**config.mk**
```make
export PLATFORM = sky130hd
export DESIGN_NAME = lrcc_top
export DESIGN_NICKNAME = d
export VERILOG_FILES = /design/src/lrcc_pkg.sv /design/src/lrcc_top.sv
export VERILOG_INCLUDE_DIRS = /design/src
export SDC_FILE = /design/constraint.sdc
export NUM_CORES = 1
export LEC_CHECK = 0
export BUFFER_PORTS_ARGS = -buffer_cell sky130_fd_sc_hd__buf_2
export CORE_MARGIN = 2
export CORE_UTILIZATION = 35
export CTS_BUF_LIST = sky130_fd_sc_hd__clkbuf_16
export CTS_CLUSTER_SIZE = 24
export DETAILED_ROUTE_END_ITERATION = 8
export PLACE_DENSITY_LB_ADDON = 0.2
export SETUP_SLACK_MARGIN = 0.2
export SLEW_MARGIN = 20
export SYNTH_ARGS = -nofsm -noshare
export SYNTH_HDL_FRONTEND = slang
export SYNTH_SLANG_ARGS = --single-unit
```
**constraint.sdc**
```tcl
create_clock -name ref_clk -period 8.46 [get_ports ref_clk]
set_clock_uncertainty 0.1 [all_clocks]
set_input_delay 0.423 -clock ref_clk [delete_from_list [all_inputs] [get_ports ref_clk]]
set_output_delay 0.423 -clock ref_clk [all_outputs]
set_load 0.02 [all_outputs]
```
**src/lrcc_map.svh**
```systemverilog
// register offsets, reset values and field positions of the line
// interface configuration block; definitions only
`ifndef LRCC_MAP_SVH
`define LRCC_MAP_SVH

// ************************************************************
// byte offsets on the apb bus; the channel base is the value of paddr[7:6]
// ************************************************************
`define LRCC_GCTRL_OFS 8'h00
`define LRCC_THRESH_OFS 8'h04
`define LRCC_STAT_OFS 8'h08
`define LRCC_MASK_OFS 8'h0C
`define LRCC_STATE_OFS 8'h10
`define LRCC_CHAN_BASE 2'h1

// ************************************************************
// reset values
// ************************************************************
`define LRCC_GCTRL_RST 10'h000
`define LRCC_CHAN_RST 7'h00
`define LRCC_THRESH_RST 6'h3F

// ************************************************************
// field positions
// ************************************************************
`define LRCC_CL_LSB 8
`define LRCC_CL_W 6

`endif

```
**src/lrcc_pkg.sv**
```systemverilog
// types shared by the line interface configuration block
// assumes lrcc_map.svh is compiled alongside
package lrcc_pkg;

    // global control word
    typedef struct packed {
        logic irqGate;
        logic [1:0] decisionLevelPick;
        logic termPinOverrideEn;
        logic stdE1;
        logic singleStandardGateOff;
        logic [3:0] refFreqPick;
    } lrcc_gctrl_s;

    // per-channel control word
    typedef struct packed {
        logic alarmEn;
        logic rateE1;
        logic [1:0] extResistorPick;
        logic rxInternalTermOn;
        logic [1:0] impedancePick;
    } lrcc_chan_s;

    typedef logic [5:0] lrcc_loss_t;

endpackage : lrcc_pkg

```
**src/lrcc_top.sv**
```systemverilog
// configuration, clock-select and cable-loss alarm logic of a
// multi-channel t1/e1 line interface, reached over apb
// assumes: one 100 MHz clock, analog cable-loss readings and the
// termination pin arrive asynchronously
`timescale 1ns/1ns
`include "lrcc_map.svh"

module lrcc_top #(
    parameter int NCH = 14
) (
    input wire logic ref_clk,
    input wire logic rstn,
    input wire logic psel,
    input wire logic penable,
    input wire logic pwrite,
    input wire logic [7:0] paddr,
    input wire logic [31:0] pwdata,
    output logic [31:0] prdata,
    output logic pready,
    output logic pslverr,
    input wire logic termPinIn,
    input wire logic [NCH-1:0][5:0] cableLossIn,
    output logic [3:0] refFreqPick,
    output logic [14:0] refFreqKhz,
    output logic t1RefRun,
    output logic e1RefRun,
    output logic ref8kRun,
    output logic [1:0] decisionLevelPick,
    output logic [NCH-1:0][1:0] impedancePick,
    output logic [NCH-1:0] rxInternalTermOn,
    output logic [NCH-1:0][1:0] extResistorPick,
    output logic [NCH-1:0] chanRateClkOn,
    output logic irq,
    output logic irqN
);

    // ************************************************************
    // reference frequency decode
    // ************************************************************
    function automatic logic [14:0] lrcc_khz(input logic [3:0] c);
        case (c)
            4'h0: lrcc_khz = 15'h0800;
            4'h1: lrcc_khz = 15'h0608;
            4'h2: lrcc_khz = 15'h0008;
            4'h3: lrcc_khz = 15'h0010;
            4'h4: lrcc_khz = 15'h0038;
            4'h5: lrcc_khz = 15'h0040;
            4'h6: lrcc_khz = 15'h0080;
            4'h7: lrcc_khz = 15'h0100;
            4'h8: lrcc_khz = 15'h1000;
            4'h9: lrcc_khz = 15'h0C10;
            4'hA: lrcc_khz = 15'h2000;
            4'hB: lrcc_khz = 15'h1820;
            4'hC: lrcc_khz = 15'h4000;
            4'hD: lrcc_khz = 15'h3040;
            4'hE: lrcc_khz = 15'h0800;
            default: lrcc_khz = 15'h0608;
        endcase
    endfunction : lrcc_khz

    // ************************************************************
    // register state
    // ************************************************************
    lrcc_pkg::lrcc_gctrl_s gctrl_r;
    lrcc_pkg::lrcc_chan_s [NCH-1:0] chan_r;
    lrcc_pkg::lrcc_loss_t thresh_r;
    logic [NCH-1:0] stat_r;
    logic [NCH-1:0] mask_r;
    logic [NCH-1:0] stat_nxt;
    logic [1:0] pinSync_r;
    logic [NCH-1:0][5:0] clS1_r;
    logic [NCH-1:0][5:0] clS2_r;
    logic [NCH-1:0][5:0] clS3_r;
    logic [NCH-1:0][5:0] loss_r;
    logic [NCH-1:0] cond_r;
    logic [NCH-1:0] cond_nxt;

    // ************************************************************
    // apb decode
    // ************************************************************
    // one wait state: pready rises in the second access cycle so that
    // read data can come straight from a flop
    wire access = psel && penable;
    wire fire = access && pready;
    wire wrFire = fire && pwrite;
    wire rdFire = fire && !pwrite;
    wire aligned = paddr[1:0] == 2'h0;
    wire [3:0] chIdx = paddr[5:2];
    wire chHit = paddr[7:6] == `LRCC_CHAN_BASE && aligned && chIdx < NCH;
    wire hitG = paddr == `LRCC_GCTRL_OFS;
    wire hitT = paddr == `LRCC_THRESH_OFS;
    wire hitS = paddr == `LRCC_STAT_OFS;
    wire hitM = paddr == `LRCC_MASK_OFS;
    wire hitX = paddr == `LRCC_STATE_OFS;
    wire mapped = hitG || hitT || hitS || hitM || hitX || chHit;
    wire [31:0] chWord = chHit ?
        {18'h0, loss_r[chIdx], 1'b0, chan_r[chIdx]} : 32'h0;
    wire [31:0] rdMux =
        hitG ? {22'h0, gctrl_r} :
        hitT ? {26'h0, thresh_r} :
        hitS ? {{(32-NCH){1'b0}}, stat_r} :
        hitM ? {{(32-NCH){1'b0}}, mask_r} :
        hitX ? {28'h0, pinSync_r[1], ref8kRun, e1RefRun, t1RefRun} :
        chWord;

    always_ff @(posedge ref_clk)
    begin
        if (!rstn)
        begin
            pready <= 1'b0;
            prdata <= 32'h0;
            pslverr <= 1'b0;
        end
        else
        begin
            pready <= access && !pready;
            prdata <= (access && !pready && !pwrite) ? rdMux : 32'h0;
            pslverr <= access && !pready && !mapped;
        end
    end

    // ************************************************************
    // global registers
    // ************************************************************
    always_ff @(posedge ref_clk)
    begin
        if (!rstn)
        begin
            gctrl_r <= `LRCC_GCTRL_RST;
            thresh_r <= `LRCC_THRESH_RST;
            mask_r <= '0;
        end
        else if (wrFire)
        begin
            if (hitG)
                gctrl_r <= pwdata[9:0];
            if (hitT)
                thresh_r <= pwdata[5:0];
            if (hitM)
                mask_r <= pwdata[NCH-1:0];
        end
    end

    // ************************************************************
    // per-channel registers and loss capture
    // ************************************************************
    genvar g;
    generate
        for (g = 0; g < NCH; g++)
        begin : gChan
            wire wrCh = wrFire && chHit && chIdx == g;
            always_ff @(posedge ref_clk)
            begin
                if (!rstn)
                    chan_r[g] <= `LRCC_CHAN_RST;
                else if (wrCh)
                    chan_r[g] <= pwdata[6:0];
            end
            assign cond_nxt[g] = thresh_r <= loss_r[g];
        end
    endgenerate

    // the reading is multi-bit and asynchronous: accept it only when
    // two later stages agree, so a skewed sample is never compared
    always_ff @(posedge ref_clk)
    begin
        if (!rstn)
        begin
            clS1_r <= '0;
            clS2_r <= '0;
            clS3_r <= '0;
            loss_r <= '0;
            pinSync_r <= 2'h0;
        end
        else
        begin
            clS1_r <= cableLossIn;
            clS2_r <= clS1_r;
            clS3_r <= clS2_r;
            for (int i = 0; i < NCH; i++)
                if (clS2_r[i] == clS3_r[i])
                    loss_r[i] <= clS3_r[i];
            pinSync_r <= {pinSync_r[0], termPinIn};
        end
    end

    // ************************************************************
    // alarm status and interrupt
    // ************************************************************
    // a change of the comparison sets the sticky bit; set wins over
    // a clear by read or by write-one in the same cycle
    wire [NCH-1:0] chEn;
    wire [NCH-1:0] evt = (cond_nxt ^ cond_r) & chEn &
        {NCH{gctrl_r.irqGate}};
    wire [NCH-1:0] clrW = (wrFire && hitS) ? pwdata[NCH-1:0] : '0;
    // clear only what the read returned: an event that lands during
    // the access stays pending for the next read
    wire [NCH-1:0] clrR = (rdFire && hitS) ? prdata[NCH-1:0] : '0;
    assign stat_nxt = evt | (stat_r & ~(clrW | clrR));
    wire irqNxt = |(stat_nxt & mask_r);

    generate
        for (g = 0; g < NCH; g++)
        begin : gEn
            assign chEn[g] = chan_r[g].alarmEn;
        end
    endgenerate

    always_ff @(posedge ref_clk)
    begin
        if (!rstn)
        begin
            stat_r <= '0;
            cond_r <= '0;
            irq <= 1'b0;
            irqN <= 1'b1;
        end
        else
        begin
            stat_r <= stat_nxt;
            cond_r <= cond_nxt;
            irq <= irqNxt;
            irqN <= !irqNxt;
        end
    end

    // ************************************************************
    // clock references and line-side controls
    // ************************************************************
    wire gOff = gctrl_r.singleStandardGateOff;
    wire t1Nxt = gOff || !gctrl_r.stdE1;
    wire e1Nxt = gOff || gctrl_r.stdE1;
    wire ovr = gctrl_r.termPinOverrideEn;

    always_ff @(posedge ref_clk)
    begin
        if (!rstn)
        begin
            refFreqKhz <= 15'h0800;
            t1RefRun <= 1'b0;
            e1RefRun <= 1'b0;
            ref8kRun <= 1'b0;
            rxInternalTermOn <= '0;
            chanRateClkOn <= '0;
        end
        else
        begin
            refFreqKhz <= lrcc_khz(gctrl_r.refFreqPick);
            t1RefRun <= t1Nxt;
            e1RefRun <= e1Nxt;
            ref8kRun <= e1Nxt;
            for (int i = 0; i < NCH; i++)
            begin
                rxInternalTermOn[i] <= ovr ? pinSync_r[1] :
                    chan_r[i].rxInternalTermOn;
                chanRateClkOn[i] <= chan_r[i].rateE1 ?
                    e1Nxt : t1Nxt;
            end
        end
    end

    assign refFreqPick = gctrl_r.refFreqPick;
    assign decisionLevelPick = gctrl_r.decisionLevelPick;

    generate
        for (g = 0; g < NCH; g++)
        begin : gOut
            assign impedancePick[g] = chan_r[g].impedancePick;
            assign extResistorPick[g] = chan_r[g].extResistorPick;
        end
    endgenerate
endmodule : lrcc_top

```
Word level (Yosys, flattened, before mapping)
Memory sizes are Yosys's and may differ from the RTL's. A register that Yosys moved wholly into a read port is not among the register bits.
Cells that the tools add are included.
{"block": "word_totals", "ff_bits": 575, "rom_bits": 192, "in_bits": 130, "wordCells": 297, "mem_count": 1}
{"block": "classes", "n_lt_le_gt_ge": 16, "eq_ne": 32, "mux": 40, "n_bitwise": 10, "reduce_logical": 49}
{"memory": "(no name shown)", "depth": 16, "word_bits": 12, "read_ports": 1, "rd_ports_with_merged_regs": 1, "write_ports": 0, "line": "lrcc_top.sv:41", "rtl": "case (c)"}
{"cell": "6-bit equality test", "count": 14}
{"cell": "6-bit less-or-equal comparator", "count": 14}
{"cell": "14-bit 2-to-1 mux", "count": 6}
{"cell": "14-bit bitwise AND", "count": 4}
{"cell": "7-bit binary-select mux with 4-bit select", "count": 1}
{"cell": "1-bit 2-to-1 mux", "count": 28}
{"cell": "14-bit bitwise OR", "count": 2}
{"cell": "1-bit logical AND", "count": 26}
{"cell": "6-bit binary-select mux with 4-bit select", "count": 1}
{"cell": "4-bit equality test (second input constant)", "count": 6}
{"cell": "10-bit 2-to-1 mux", "count": 2}
{"cell": "4-bit by 3-bit equality test with 1-bit output (second input constant)", "count": 4}
{"cell": "8-bit by 4-bit equality test with 1-bit output (second input constant)", "count": 2}
{"cell": "14-bit NOT", "count": 1}
{"cell": "14-bit OR reduction", "count": 1}
{"cell": "14-bit XOR", "count": 1}
{"cell": "4-bit by 2-bit equality test with 1-bit output (second input constant)", "count": 2}
{"cell": "8-bit by 3-bit equality test with 1-bit output (second input constant)", "count": 1}
{"cell": "8-bit by 5-bit equality test with 1-bit output (second input constant)", "count": 1}
{"cell": "8-bit zero test", "count": 1}
{"cell": "2-bit AND reduction", "count": 4}
{"cell": "1-bit logical OR", "count": 7}
{"cell": "7-bit 2-to-1 mux", "count": 1}
{"cell": "7-bit OR reduction", "count": 1}
{"cell": "other kinds (10)", "count": 16}

Longest topological paths before layout
Gate-level depths: netlist of run 1.
{"block": "logic_depth", "depth_word": 12, "mapped_depth": 11, "ltp_nobuf": 10}

Worst setup path before layout of run 1
Ideal clock, no wire load.
{"block": "synth_timing", "kind": "in2reg", "start": "in paddr[2]", "end": "reg irq", "arrival_ns": 2.614, "required_time_ns": 8.235, "setup_slack_ns": 5.621, "stages": 9, "path_buffers": 2, "path_cell_list": "buf_6 or4b_4 or2_4 nor2_4 buf_6 a22oi_2 a32o_1 a22o_1 o41a_1"}
{"block": "synth_between", "elab_chain_len": 9, "elab_cells_between_ends": 11}
{"item": "from (decl)", "line": "lrcc_top.sv:16", "rtl": "input wire logic [7:0] paddr,"}
{"item": "8-bit by 4-bit equality test with 1-bit output (no line) *"}
{"item": "1-bit logical AND (on tied branches)", "line": "lrcc_top.sv:195, lrcc_top.sv:198"}
{"item": "14-bit 2-to-1 mux (on tied branches)", "line": "lrcc_top.sv:195, lrcc_top.sv:198"}
{"item": "14-bit bitwise OR *", "line": "lrcc_top.sv:199", "rtl": "assign stat_nxt = evt | (stat_r & ~(clrW | clrR));"}
{"item": "14-bit NOT *", "line": "lrcc_top.sv:199"}
{"item": "14-bit bitwise AND *", "line": "lrcc_top.sv:199"}
{"item": "14-bit bitwise OR *", "line": "lrcc_top.sv:199"}
{"item": "14-bit bitwise AND *", "line": "lrcc_top.sv:200", "rtl": "wire irqNxt = |(stat_nxt & mask_r);"}
{"item": "14-bit OR reduction *", "line": "lrcc_top.sv:200"}
{"item": "to (signal assigned)", "line": "lrcc_top.sv:222", "rtl": "irq <= irqNxt;"}
{"item": "to (decl)", "line": "lrcc_top.sv:33", "rtl": "output logic irq,"}
Every way passes the cells marked *; elsewhere a longest branch is shown, timed or not.
A chain may end at the register's enable or synchronous reset.

Final worst setup path of run 1
{"block": "layout_timing", "start": "reg pready", "end": "reg chan_r, in the netlist impedancePick[24]"}
{"block": "layout_between", "elab_chain_len": 4}
{"item": "from (decl)", "line": "lrcc_top.sv:19", "rtl": "output logic pready,"}
{"item": "from (signal assigned)", "line": "lrcc_top.sv:116", "rtl": "pready <= access && !pready;"}
{"item": "1-bit logical AND", "line": "lrcc_top.sv:84", "rtl": "wire fire = access && pready;"}
{"item": "1-bit logical AND", "line": "lrcc_top.sv:85", "rtl": "wire wrFire = fire && pwrite;"}
{"item": "1-bit logical AND (2 in a row)", "line": "lrcc_top.sv:151", "rtl": "wire wrCh = wrFire && chHit && chIdx == g;"}
{"item": "to (signal, indexed assignment)", "line": "lrcc_top.sv:155", "rtl": "chan_r[g] <= `LRCC_CHAN_RST;"}
{"item": "to (signal, indexed assignment)", "line": "lrcc_top.sv:157", "rtl": "chan_r[g] <= pwdata[6:0];"}
{"item": "to (decl)", "line": "lrcc_top.sv:65", "rtl": "lrcc_pkg::lrcc_chan_s [NCH-1:0] chan_r;"}
No other way between the ends.

==> results of run 1 <==
-- cell type report --
| class | count | area share [%] |
|---|---|---|
| clock inverter | 45 | 1.231 |
| inverter | 100 | 1.358 |
| antenna | 1 | 0.009051 |
| clock buffer | 58 | 5.250 |
| multi-input combinational | 1467 | 39.84 |
| sequential | 554 | 40.11 |
| timing repair buffer | 350 | 8.291 |
| tap | 864 | 3.910 |
-- registers in the layout (all words and copies together), names as in the netlist, 28 cells and up --
name and count:
clS1_r 84, loss_r 84, extResistorPick 28, clS3_r 84
clS2_r 84, chan_r 28, impedancePick 28
-- worst max path at each step --
stage	start	end	cells past startpoint
floorplan	paddr[2]	irq$_SDFF_PN0_	9
global placement	paddr[2]	prdata[2]$_SDFF_PN0_	8
detailed placement	paddr[2]	prdata[2]$_SDFF_PN0_	8
CTS	pready$_SDFF_PN0_	impedancePick[24]$_SDFFE_PN0P_	9
global route	pready$_SDFF_PN0_	extResistorPick[24]$_SDFFE_PN0P_	9
finish	pready$_SDFF_PN0_	impedancePick[24]$_SDFFE_PN0P_	9
-- logic make-up (layout without fill, tap and decap cells) --
kind of cell	count (synthesis)	after routing
flops	554	554
buf+inv	308	553
simple gates	785	785
fa+ha+maj	88	88
mux	215	215
xor+xnor	107	107
other cells	1	22
compound gates	251	251
-- stage by stage --
stage / utilization (%) / hold WS (ns) / power (W) / cell area, sq um / instances
6_report: 41.83 / 0.1352 / 0.005450 / 27650 / 3439
5_1_grt: 41.83 / 0.1102 / 0.005675 / 27650 / 3439
4_1_cts: 41.80 / 0.09653 / 0.005541 / 27630 / 3438
3_5_place_dp: 37.69 / 0.3181 / 0.003063 / 24910 / 3243
3_3_place_gp: 37.69 / 0.3213 / 0.003056 / 24910 / 3243
2_1_floorplan: - / 0.3119 / 0.002976 / 23570 / 2329
-- power by group through the flow --
stage	clock, W	combinational (W)	sequential [W]
floorplan	0	0.000223	0.00275
global placement	0	0.000296	0.00276
detailed placement	0	0.000301	0.00276
CTS	0.00250	0.000335	0.00270
global route	0.00260	0.000364	0.00271
finish	0.00242	0.000331	0.00270
-- layer usage --
layer | wire length (um) | global-route usage (%) | vias up
li1 | - | - | 8123
met3 | 3717 | 3.900 | 133
met4 | 2164 | 6.811 | 8
met1 | 26830 | 22.14 | 7825
met5 | 50 | 0 | -
met2 | 28930 | 29.34 | 454
-- cell usage after synthesis (6+ instances only) --
| cell | n |
|---|---|
| sky130_fd_sc_hd__o21ai_0 | 21 |
| sky130_fd_sc_hd__and2_1 | 265 |
| sky130_fd_sc_hd__nor4_1 | 15 |
| sky130_fd_sc_hd__a21boi_0 | 93 |
| sky130_fd_sc_hd__ha_1 | 88 |
| sky130_fd_sc_hd__a211oi_1 | 7 |
| sky130_fd_sc_hd__dfxtp_1 | 554 |
| sky130_fd_sc_hd__a221o_1 | 6 |
| sky130_fd_sc_hd__nand3_1 | 79 |
| sky130_fd_sc_hd__nand2_1 | 146 |
| sky130_fd_sc_hd__a222oi_1 | 8 |
| sky130_fd_sc_hd__nor2_1 | 34 |
| sky130_fd_sc_hd__clkbuf_1 | 113 |
| sky130_fd_sc_hd__a221oi_1 | 9 |
| sky130_fd_sc_hd__buf_4 | 84 |
| sky130_fd_sc_hd__nor3_1 | 12 |
| sky130_fd_sc_hd__xor2_1 | 71 |
| sky130_fd_sc_hd__inv_1 | 100 |
| sky130_fd_sc_hd__xnor2_1 | 36 |
| sky130_fd_sc_hd__a31oi_1 | 8 |
| sky130_fd_sc_hd__a22oi_1 | 13 |
| sky130_fd_sc_hd__nand4_1 | 12 |
| sky130_fd_sc_hd__mux4_2 | 39 |
| sky130_fd_sc_hd__o21a_1 | 11 |
| sky130_fd_sc_hd__mux2i_1 | 175 |
| sky130_fd_sc_hd__nor2b_1 | 166 |
| sky130_fd_sc_hd__a21o_1 | 6 |
| sky130_fd_sc_hd__a21oi_1 | 37 |
| sky130_fd_sc_hd__nand2b_1 | 28 |
-- repair_timing --
item                                    4_1_cts  5_1_grt
hold buffers                                 92        0
endpoints found under the hold margin        95        0
endpoints found under the setup margin        0        0
==> results.py, run 1 <==
metrics = {
    "run_status": {
        "outcome": "finished clean",
    },
    "setup_path": {
        "wp_data_required_ns": 8.87,
        "critical_path_buf_inv_count": 2,
        "critical_path.cell_chain": "nand3_1 > nor2_1 > buf_4 > nand3_1 > nor3_2 > buf_4 > nand3_1 > mux2i_1 > nor2b_1",
        "worst_r2r_path_depth": 9,
        "worst_ep_arrival_time_ns": 3.55,
        "worst_path_largest_cell_delay_ns": 0.61,
        "timing.rr.start": "pready$_SDFF_PN0_",
        "crit_path_end_kind": "flop",
        "crit_path_most_repeated_cell": "sky130_fd_sc_hd__nand3_1",
        "cpMaxStageDelayCell": "sky130_fd_sc_hd__nor3_2",
        "crit-reg2reg-capture": "impedancePick[24]$_SDFFE_PN0P_",
        "path_max_fanout": 17,
        "worst_setup_path_start_kind": "flop",
        "worstSetupPathType": "flop to flop",
        "r2r_slack_ns": 5.33,
        "critical-path-top-delay-family": "simple AND/OR/NAND/NOR gates",
    },
    "cts": {
        "cts.sinks": 554,
        "clkTransAtPathRegs_ns": 0.06,
        "ctsLongestPathBuffers": 3,
        "ctsHtreeMaxLevel": 2,
        "clk_root_buffer_cell": "sky130_fd_sc_hd__clkbuf_16",
        "clock_latency_ns": 0.62,
        "cts_made_buffers": 58,
        "post-cts-setup-buffer-count": 0,
        "cts.repair.resized": 0,
        "cts_tree": "built",
    },
    "global_routing": {
        "antenna_found_initial": 6,
        "grt_max_degree": 155,
        "global_route.usage.total_pct": 17.60,
        "vias_in_the_first_global_route": 16516,
        "overflow": 0,
        "grt_pass1_wl_mm": 95.85,
    },
    "pwr": {
        "clock_power_share_pct": 44.3,
        "p_comb_share_pct": 6.1,
        "power_report.internal_total_w": 0.004197,
        "net-switching-power_w": 0.001253,
        "power_density_mw_per_mm2": 197.1,
        "ir_worst_vdd_v": 0.0001627,
        "power.static_leakage_nw": 11.64,
        "swShare_pct": 22.99,
        "power.sequential.fraction_pct": 49.6,
    },
    "worst_hold_path": {
        "holdPathStages": 2,
        "hold_path_startpoint": "rstn",
        "hold_class": "input pin to flop",
        "worstHoldEndpoint": "refFreqKhz[11]$_SDFF_PN1_",
    },
    "finish": {
        "final.fill_count": 6470,
        "most_frequent_cells_in_the_layout": "sky130_fd_sc_hd__dfxtp_1, sky130_fd_sc_hd__and2_1, sky130_fd_sc_hd__buf_2",
        "area_growth_pct": 17.66,
        "design.final.nets": 2749,
        "multi_input_area_sq_mm": 0.01101,
        "mostFrequentLayoutCell": "sky130_fd_sc_hd__dfxtp_1",
        "layout.area.seq_sq_mm": 0.01109,
        "share_of_final_layout_standard_cells_stronger_than_drive_strength_1_pct": 15.11,
    },
    "sta": {
        "final-setup-viol-count": 0,
        "worstMarginPinSlew_ns": 1.051,
        "period_minus_slack_ns": 3.135,
        "grt_setup_unrepaired": "false",
        "hold_viol_final": 0,
        "ratio_of_final_minimum_period_to_clock_period_pct": 37.05,
        "timing_max_transition_violations_final": 0,
        "finalSetupTns_ns": 0,
        "fmax_ghz": 0.3190,
        "slew-limit-headroom_pct": 29.87,
        "layout_setup_ws_ns": 5.325,
    },
    "drt": {
        "drt_iter0_markers": 998,
        "drt_first_pass_iters": 7,
        "routed_wirelength_mm": 61.69,
        "remaining_drc_errors": 0,
        "postRouteAntennaNets": 0,
        "route.vias.total": 16543,
        "routed_via_density": 4.810,
        "routed_wire_length_per_instance_um": 17.94,
    },
    "synthesis": {
        "ys.flop_type": "sky130_fd_sc_hd__dfxtp_1",
        "synthesis.area_sq_mm": 0.02350,
        "synthDominantCellAreaShare_pct": 47.20,
        "yosys-top-cells-area": "sky130_fd_sc_hd__dfxtp_1, sky130_fd_sc_hd__mux2i_1, sky130_fd_sc_hd__and2_1",
        "post-synth-top-area-cell": "sky130_fd_sc_hd__dfxtp_1",
        "postSynthCellCount": 2309,
        "synth-async-reset-ratio_pct": 0,
        "synth_xor_area_share_pct": 3.988,
        "yosys.area_share.adder_pct": 4.686,
        "yosysSeqAreaShare_pct": 47.20,
        "synth_top_family_by_area": "simple AND/OR/NAND/NOR gates",
        "ys_seq_elements": 554,
        "synth.yosys.warnings": 0,
        "synth_mux_area_share_pct": 11.24,
        "synth_simple_gate_area_share_pct": 18.76,
        "synth-compound-area-share_pct": 7.763,
        "synth_enable_flop_cells": 0,
        "postSynthAreaPerCell_sq_um": 10.18,
        "ys_types": 63,
    },
    "die": {
        "number_of_i_o_pins": 274,
        "die_outline_area_sq_mm": 0.06923,
        "design.core.area_sq_mm": 0.06610,
        "die_height_um": 263.1,
        "die-width_um": 263.1,
        "std_cell_rows": 94,
        "starting_density_of_the_core_pct": 35.55,
    },
    "place": {
        "port-buffer-count": 234,
        "dp_worst_setup_slack_ns": 4.877,
        "place.gp.congestion": 0.8836,
        "dp_hpwl_mm": 43.21,
    },
    "run": {
        "maxCapViolations": 0,
    },
}
Note: power is estimated with default switching activity, not from simulation.
==> run 2: changes to the inputs <==
--- a/config.mk
+++ b/config.mk
@@ -6,6 +6,7 @@
 export SDC_FILE = /design/constraint.sdc
 export NUM_CORES = 1
 export LEC_CHECK = 0
+export ABC_AREA = 1
 export BUFFER_PORTS_ARGS = -buffer_cell sky130_fd_sc_hd__buf_2
 export CORE_MARGIN = 2
 export CORE_UTILIZATION = 35
==> constraint.sdc (replaced) <==
create_clock -name ref_clk -period 2.6 [get_ports ref_clk]
set_clock_uncertainty 0.1 [all_clocks]
set_input_delay 0.13 -clock ref_clk [delete_from_list [all_inputs] [get_ports ref_clk]]
set_output_delay 0.13 -clock ref_clk [all_outputs]
set_load 0.02 [all_outputs]
==> run 2 against run 1 <==
  * Clock-buffer cell count up 1
  * Sequential cell count unchanged
  * Register-to-register slack worse by 5.0 ns
  * Via count up 18%
  * Sequential power rose to 3.3 times the previous value
  * Hold slack worse by 0.066 ns
  * Critical endpoint is now irq$_SDFF_PN0_
  * Largest power group unchanged
  * Highest routed layer unchanged
==> results.py, run 2 <==
metrics = {
    "run_status": {
        "outcome": "finished clean",
    },
    "setup_path": {
        "critical_path_buf_inv_count": 1,
        "critical_path.cell_chain": "buf_12 > ha_1 > nand2_1 > nor2_1 > nand2_1 > nand3_1 > nand3_1 > nand3_1 > nand2_1 > nand2_1 > nand2_1 > nor2_1 > nand2_1 > nor2_1 > nor2_1",
        "crit_path_most_repeated_cell": "sky130_fd_sc_hd__nand2_1",
        "worst_ep_arrival_time_ns": 2.68,
        "cpMaxStageDelayCell": "sky130_fd_sc_hd__dfxtp_2",
        "crit_path_end_kind": "flop",
        "worst_path_largest_cell_delay_ns": 0.35,
        "worst_setup_path_start_kind": "flop",
        "path_max_fanout": 14,
        "critical-path-top-delay-family": "simple AND/OR/NAND/NOR gates",
        "worstSetupPathType": "flop to flop",
        "wp_data_required_ns": 3.01,
    },
    "pwr": {
        "power_density_mw_per_mm2": 693.3,
        "power.sequential.fraction_pct": 46.1,
        "net-switching-power_w": 0.004760,
        "power.static_leakage_nw": 13.99,
        "power_report.internal_total_w": 0.01474,
        "clock_power_share_pct": 44.9,
        "ir_worst_vdd_v": 0.0004717,
        "swShare_pct": 24.41,
        "p_comb_share_pct": 9.0,
    },
    "sta": {
        "timing_max_transition_violations_final": 0,
        "worstMarginPinSlew_ns": 0.8154,
        "slew-limit-headroom_pct": 45.58,
        "finalSetupTns_ns": 0,
        "period_minus_slack_ns": 2.268,
        "final-setup-viol-count": 0,
        "hold_viol_final": 0,
        "fmax_ghz": 0.4409,
        "grt_setup_unrepaired": "true",
        "ratio_of_final_minimum_period_to_clock_period_pct": 87.24,
        "holdWs_ns": 0.06931,
    },
    "cts": {
        "cts_made_buffers": 59,
        "clkTransAtPathRegs_ns": 0.07,
        "cts.sinks": 554,
        "ctsHtreeMaxLevel": 2,
        "ctsLongestPathBuffers": 3,
        "cts_tree": "built",
        "clk_root_buffer_cell": "sky130_fd_sc_hd__clkbuf_16",
        "clock_latency_ns": 0.64,
    },
    "synthesis": {
        "synth_xor_area_share_pct": 2.666,
        "postSynthCellCount": 2968,
        "synth_simple_gate_area_share_pct": 14.10,
        "synthDominantCellAreaShare_pct": 48.22,
        "synthesis.area_sq_mm": 0.02300,
        "synth.top_cells.by_count": "sky130_fd_sc_hd__nand2_1, sky130_fd_sc_hd__dfxtp_1, sky130_fd_sc_hd__inv_1, sky130_fd_sc_hd__o21ai_0, sky130_fd_sc_hd__a21oi_1",
        "synth-compound-area-share_pct": 16.16,
        "synth_enable_flop_cells": 0,
        "postSynthAreaPerCell_sq_um": 7.749,
        "synth-async-reset-ratio_pct": 0,
        "synth_top_family_by_area": "compound AO/OA/AOI/OAI gates",
        "ys_seq_elements": 554,
        "yosysSeqAreaShare_pct": 48.22,
        "synth_mux_area_share_pct": 0,
        "yosys.area_share.adder_pct": 4.788,
        "post-synth-top-area-cell": "sky130_fd_sc_hd__dfxtp_1",
        "ys.flop_type": "sky130_fd_sc_hd__dfxtp_1",
        "ys_types": 40,
        "yosys-top-cells-area": "sky130_fd_sc_hd__dfxtp_1, sky130_fd_sc_hd__nand2_1, sky130_fd_sc_hd__inv_1",
        "synth.yosys.warnings": 0,
        "synth.most_common_cell": "sky130_fd_sc_hd__nand2_1",
    },
    "drt": {
        "routed_via_density": 4.686,
        "drt_first_pass_iters": 6,
        "remaining_drc_errors": 0,
        "routed_wirelength_mm": 66.85,
        "drt_iter0_markers": 1434,
        "route.vias.total": 19514,
        "postRouteAntennaNets": 0,
        "routed_wire_length_per_instance_um": 16.05,
    },
    "finish": {
        "layoutNonFillerInstCount": 4164,
        "area_growth_pct": 22.29,
        "mostFrequentLayoutCell": "sky130_fd_sc_hd__nand2_1",
        "design.final.nets": 3479,
        "share_of_final_layout_standard_cells_stronger_than_drive_strength_1_pct": 12.57,
        "most_frequent_cells_in_the_layout": "sky130_fd_sc_hd__nand2_1, sky130_fd_sc_hd__dfxtp_1, sky130_fd_sc_hd__inv_1",
        "antenna-diode-count": 0,
        "final.fill_count": 6587,
    },
    "place": {
        "cell_total_after_placement": 3922,
        "port-buffer-count": 234,
        "dp_hpwl_mm": 48.18,
        "place.gp.congestion": 0.8808,
    },
    "die": {
        "design.core.area_sq_mm": 0.06470,
        "die-width_um": 260.3,
        "die_outline_area_sq_mm": 0.06778,
        "die_height_um": 260.3,
        "number_of_i_o_pins": 274,
        "starting_density_of_the_core_pct": 35.55,
        "std_cell_rows": 93,
    },
    "global_routing": {
        "vias_in_the_first_global_route": 19013,
        "grt_max_degree": 119,
        "antenna_found_initial": 2,
        "global_route.usage.total_pct": 19.44,
        "overflow": 0,
        "grt_pass1_wl_mm": 103.7,
    },
    "worst_hold_path": {
        "hold_class": "input pin to flop",
    },
    "run": {
        "maxCapViolations": 0,
    },
}
run 2: changes by cell type after synthesis, sizes merged, moves of 28 or more:
cell    change
inv       +445
nand2     +428
o21ai     +285
and2      -265
a21oi     +243
mux2i     -175
nor2b     -166
a21boi     -93
o22ai      +65
nor2       +58
mux4       -39
xor2       -32
nand2b     -28
run 2: worst paths after layout:
check | start | end | slack [ns] | cells after the start
worst min register to register | clS1_r[8]$_SDFF_PN0_ | clS2_r[8]$_SDFF_PN0_ | 0.31 | 2
worst min-delay path | paddr[6] | prdata[3]$_SDFF_PN0_ | 0.07 | 6
worst max-delay path | thresh_r[5]$_SDFFE_PN1P_ | irq$_SDFF_PN0_ | 0.33 | 15
worst max register to register | thresh_r[5]$_SDFFE_PN1P_ | irq$_SDFF_PN0_ | 0.33 | 15
run 2: what timing repair did:
item,in CTS,in global routing
endpoints found under the hold margin,225,0
gates resized for setup,1,8
cloned,0,0
hold buffers,127,0
pin swaps,0,1
buffers inserted,0,6
setup endpoints to repair,2,5
run 2: power groups by stage:
| stage | clock [W] | combinational, W | sequential [W] |
|---|---|---|---|
| after CTS | 0.00901 | 0.00175 | 0.00899 |
| after detailed placement | 0 | 0.00160 | 0.00918 |
| after global placement | 0 | 0.00155 | 0.00917 |
| after floorplan | 0 | 0.00110 | 0.00915 |
| final | 0.00876 | 0.00175 | 0.00899 |
| after global routing | 0.00937 | 0.00199 | 0.00902 |
run 2: metal layers:
metal / GRT usage (%) / part of all wire [%]
met3: 3.166 / 5.5
met4: 7.460 / 3.4
met1: 24.43 / 44
met2: 33.34 / 47
met5: 0 / 0.040
run 2: per-stage QoR:
step | utilization, % | total power (W) | instance area, sq um | setup slack (ns)
3_3_place_gp | 38.26 | 0.01072 | 24760 | 0.1161
3_5_place_dp | 38.26 | 0.01078 | 24760 | 0.07914
2_1_floorplan | - | 0.01024 | 23070 | 0.6086
4_1_cts | 43.36 | 0.01975 | 28060 | 0.3277
6_report | 43.47 | 0.01950 | 28120 | 0.3317
5_1_grt | 43.47 | 0.02037 | 28120 | 0.1244
run 2: kinds of logic (layout without fill, tap and decap cells):
logic type | Yosys count | after routing
compound gates | 700 | 700
xor+xnor | 70 | 70
fa+ha+maj | 88 | 88
buf+inv | 762 | 1083
flops | 554 | 554
other cells | 1 | 21
simple gates | 793 | 793
run 2: worst min-delay path, delay by kind of cell:
family / cells / cell delay (ns)
buffers and inverters: 1 / 0.10
and+or+nand+nor: 5 / 0.54
run 2: area by class of cell:
class / count / area (sq um) / share of cell area (%)
flip-flops and latches: 554 / 11100 / 39.45
repair buffers: 429 / 3126 / 11.11
clock buffers: 59 / 1476 / 5.250
well taps: 855 / 1070 / 3.804
inverters: 545 / 2046 / 7.274
clock inverters: 50 / 550.5 / 1.957
multi-input cells: 1672 / 8761 / 31.15
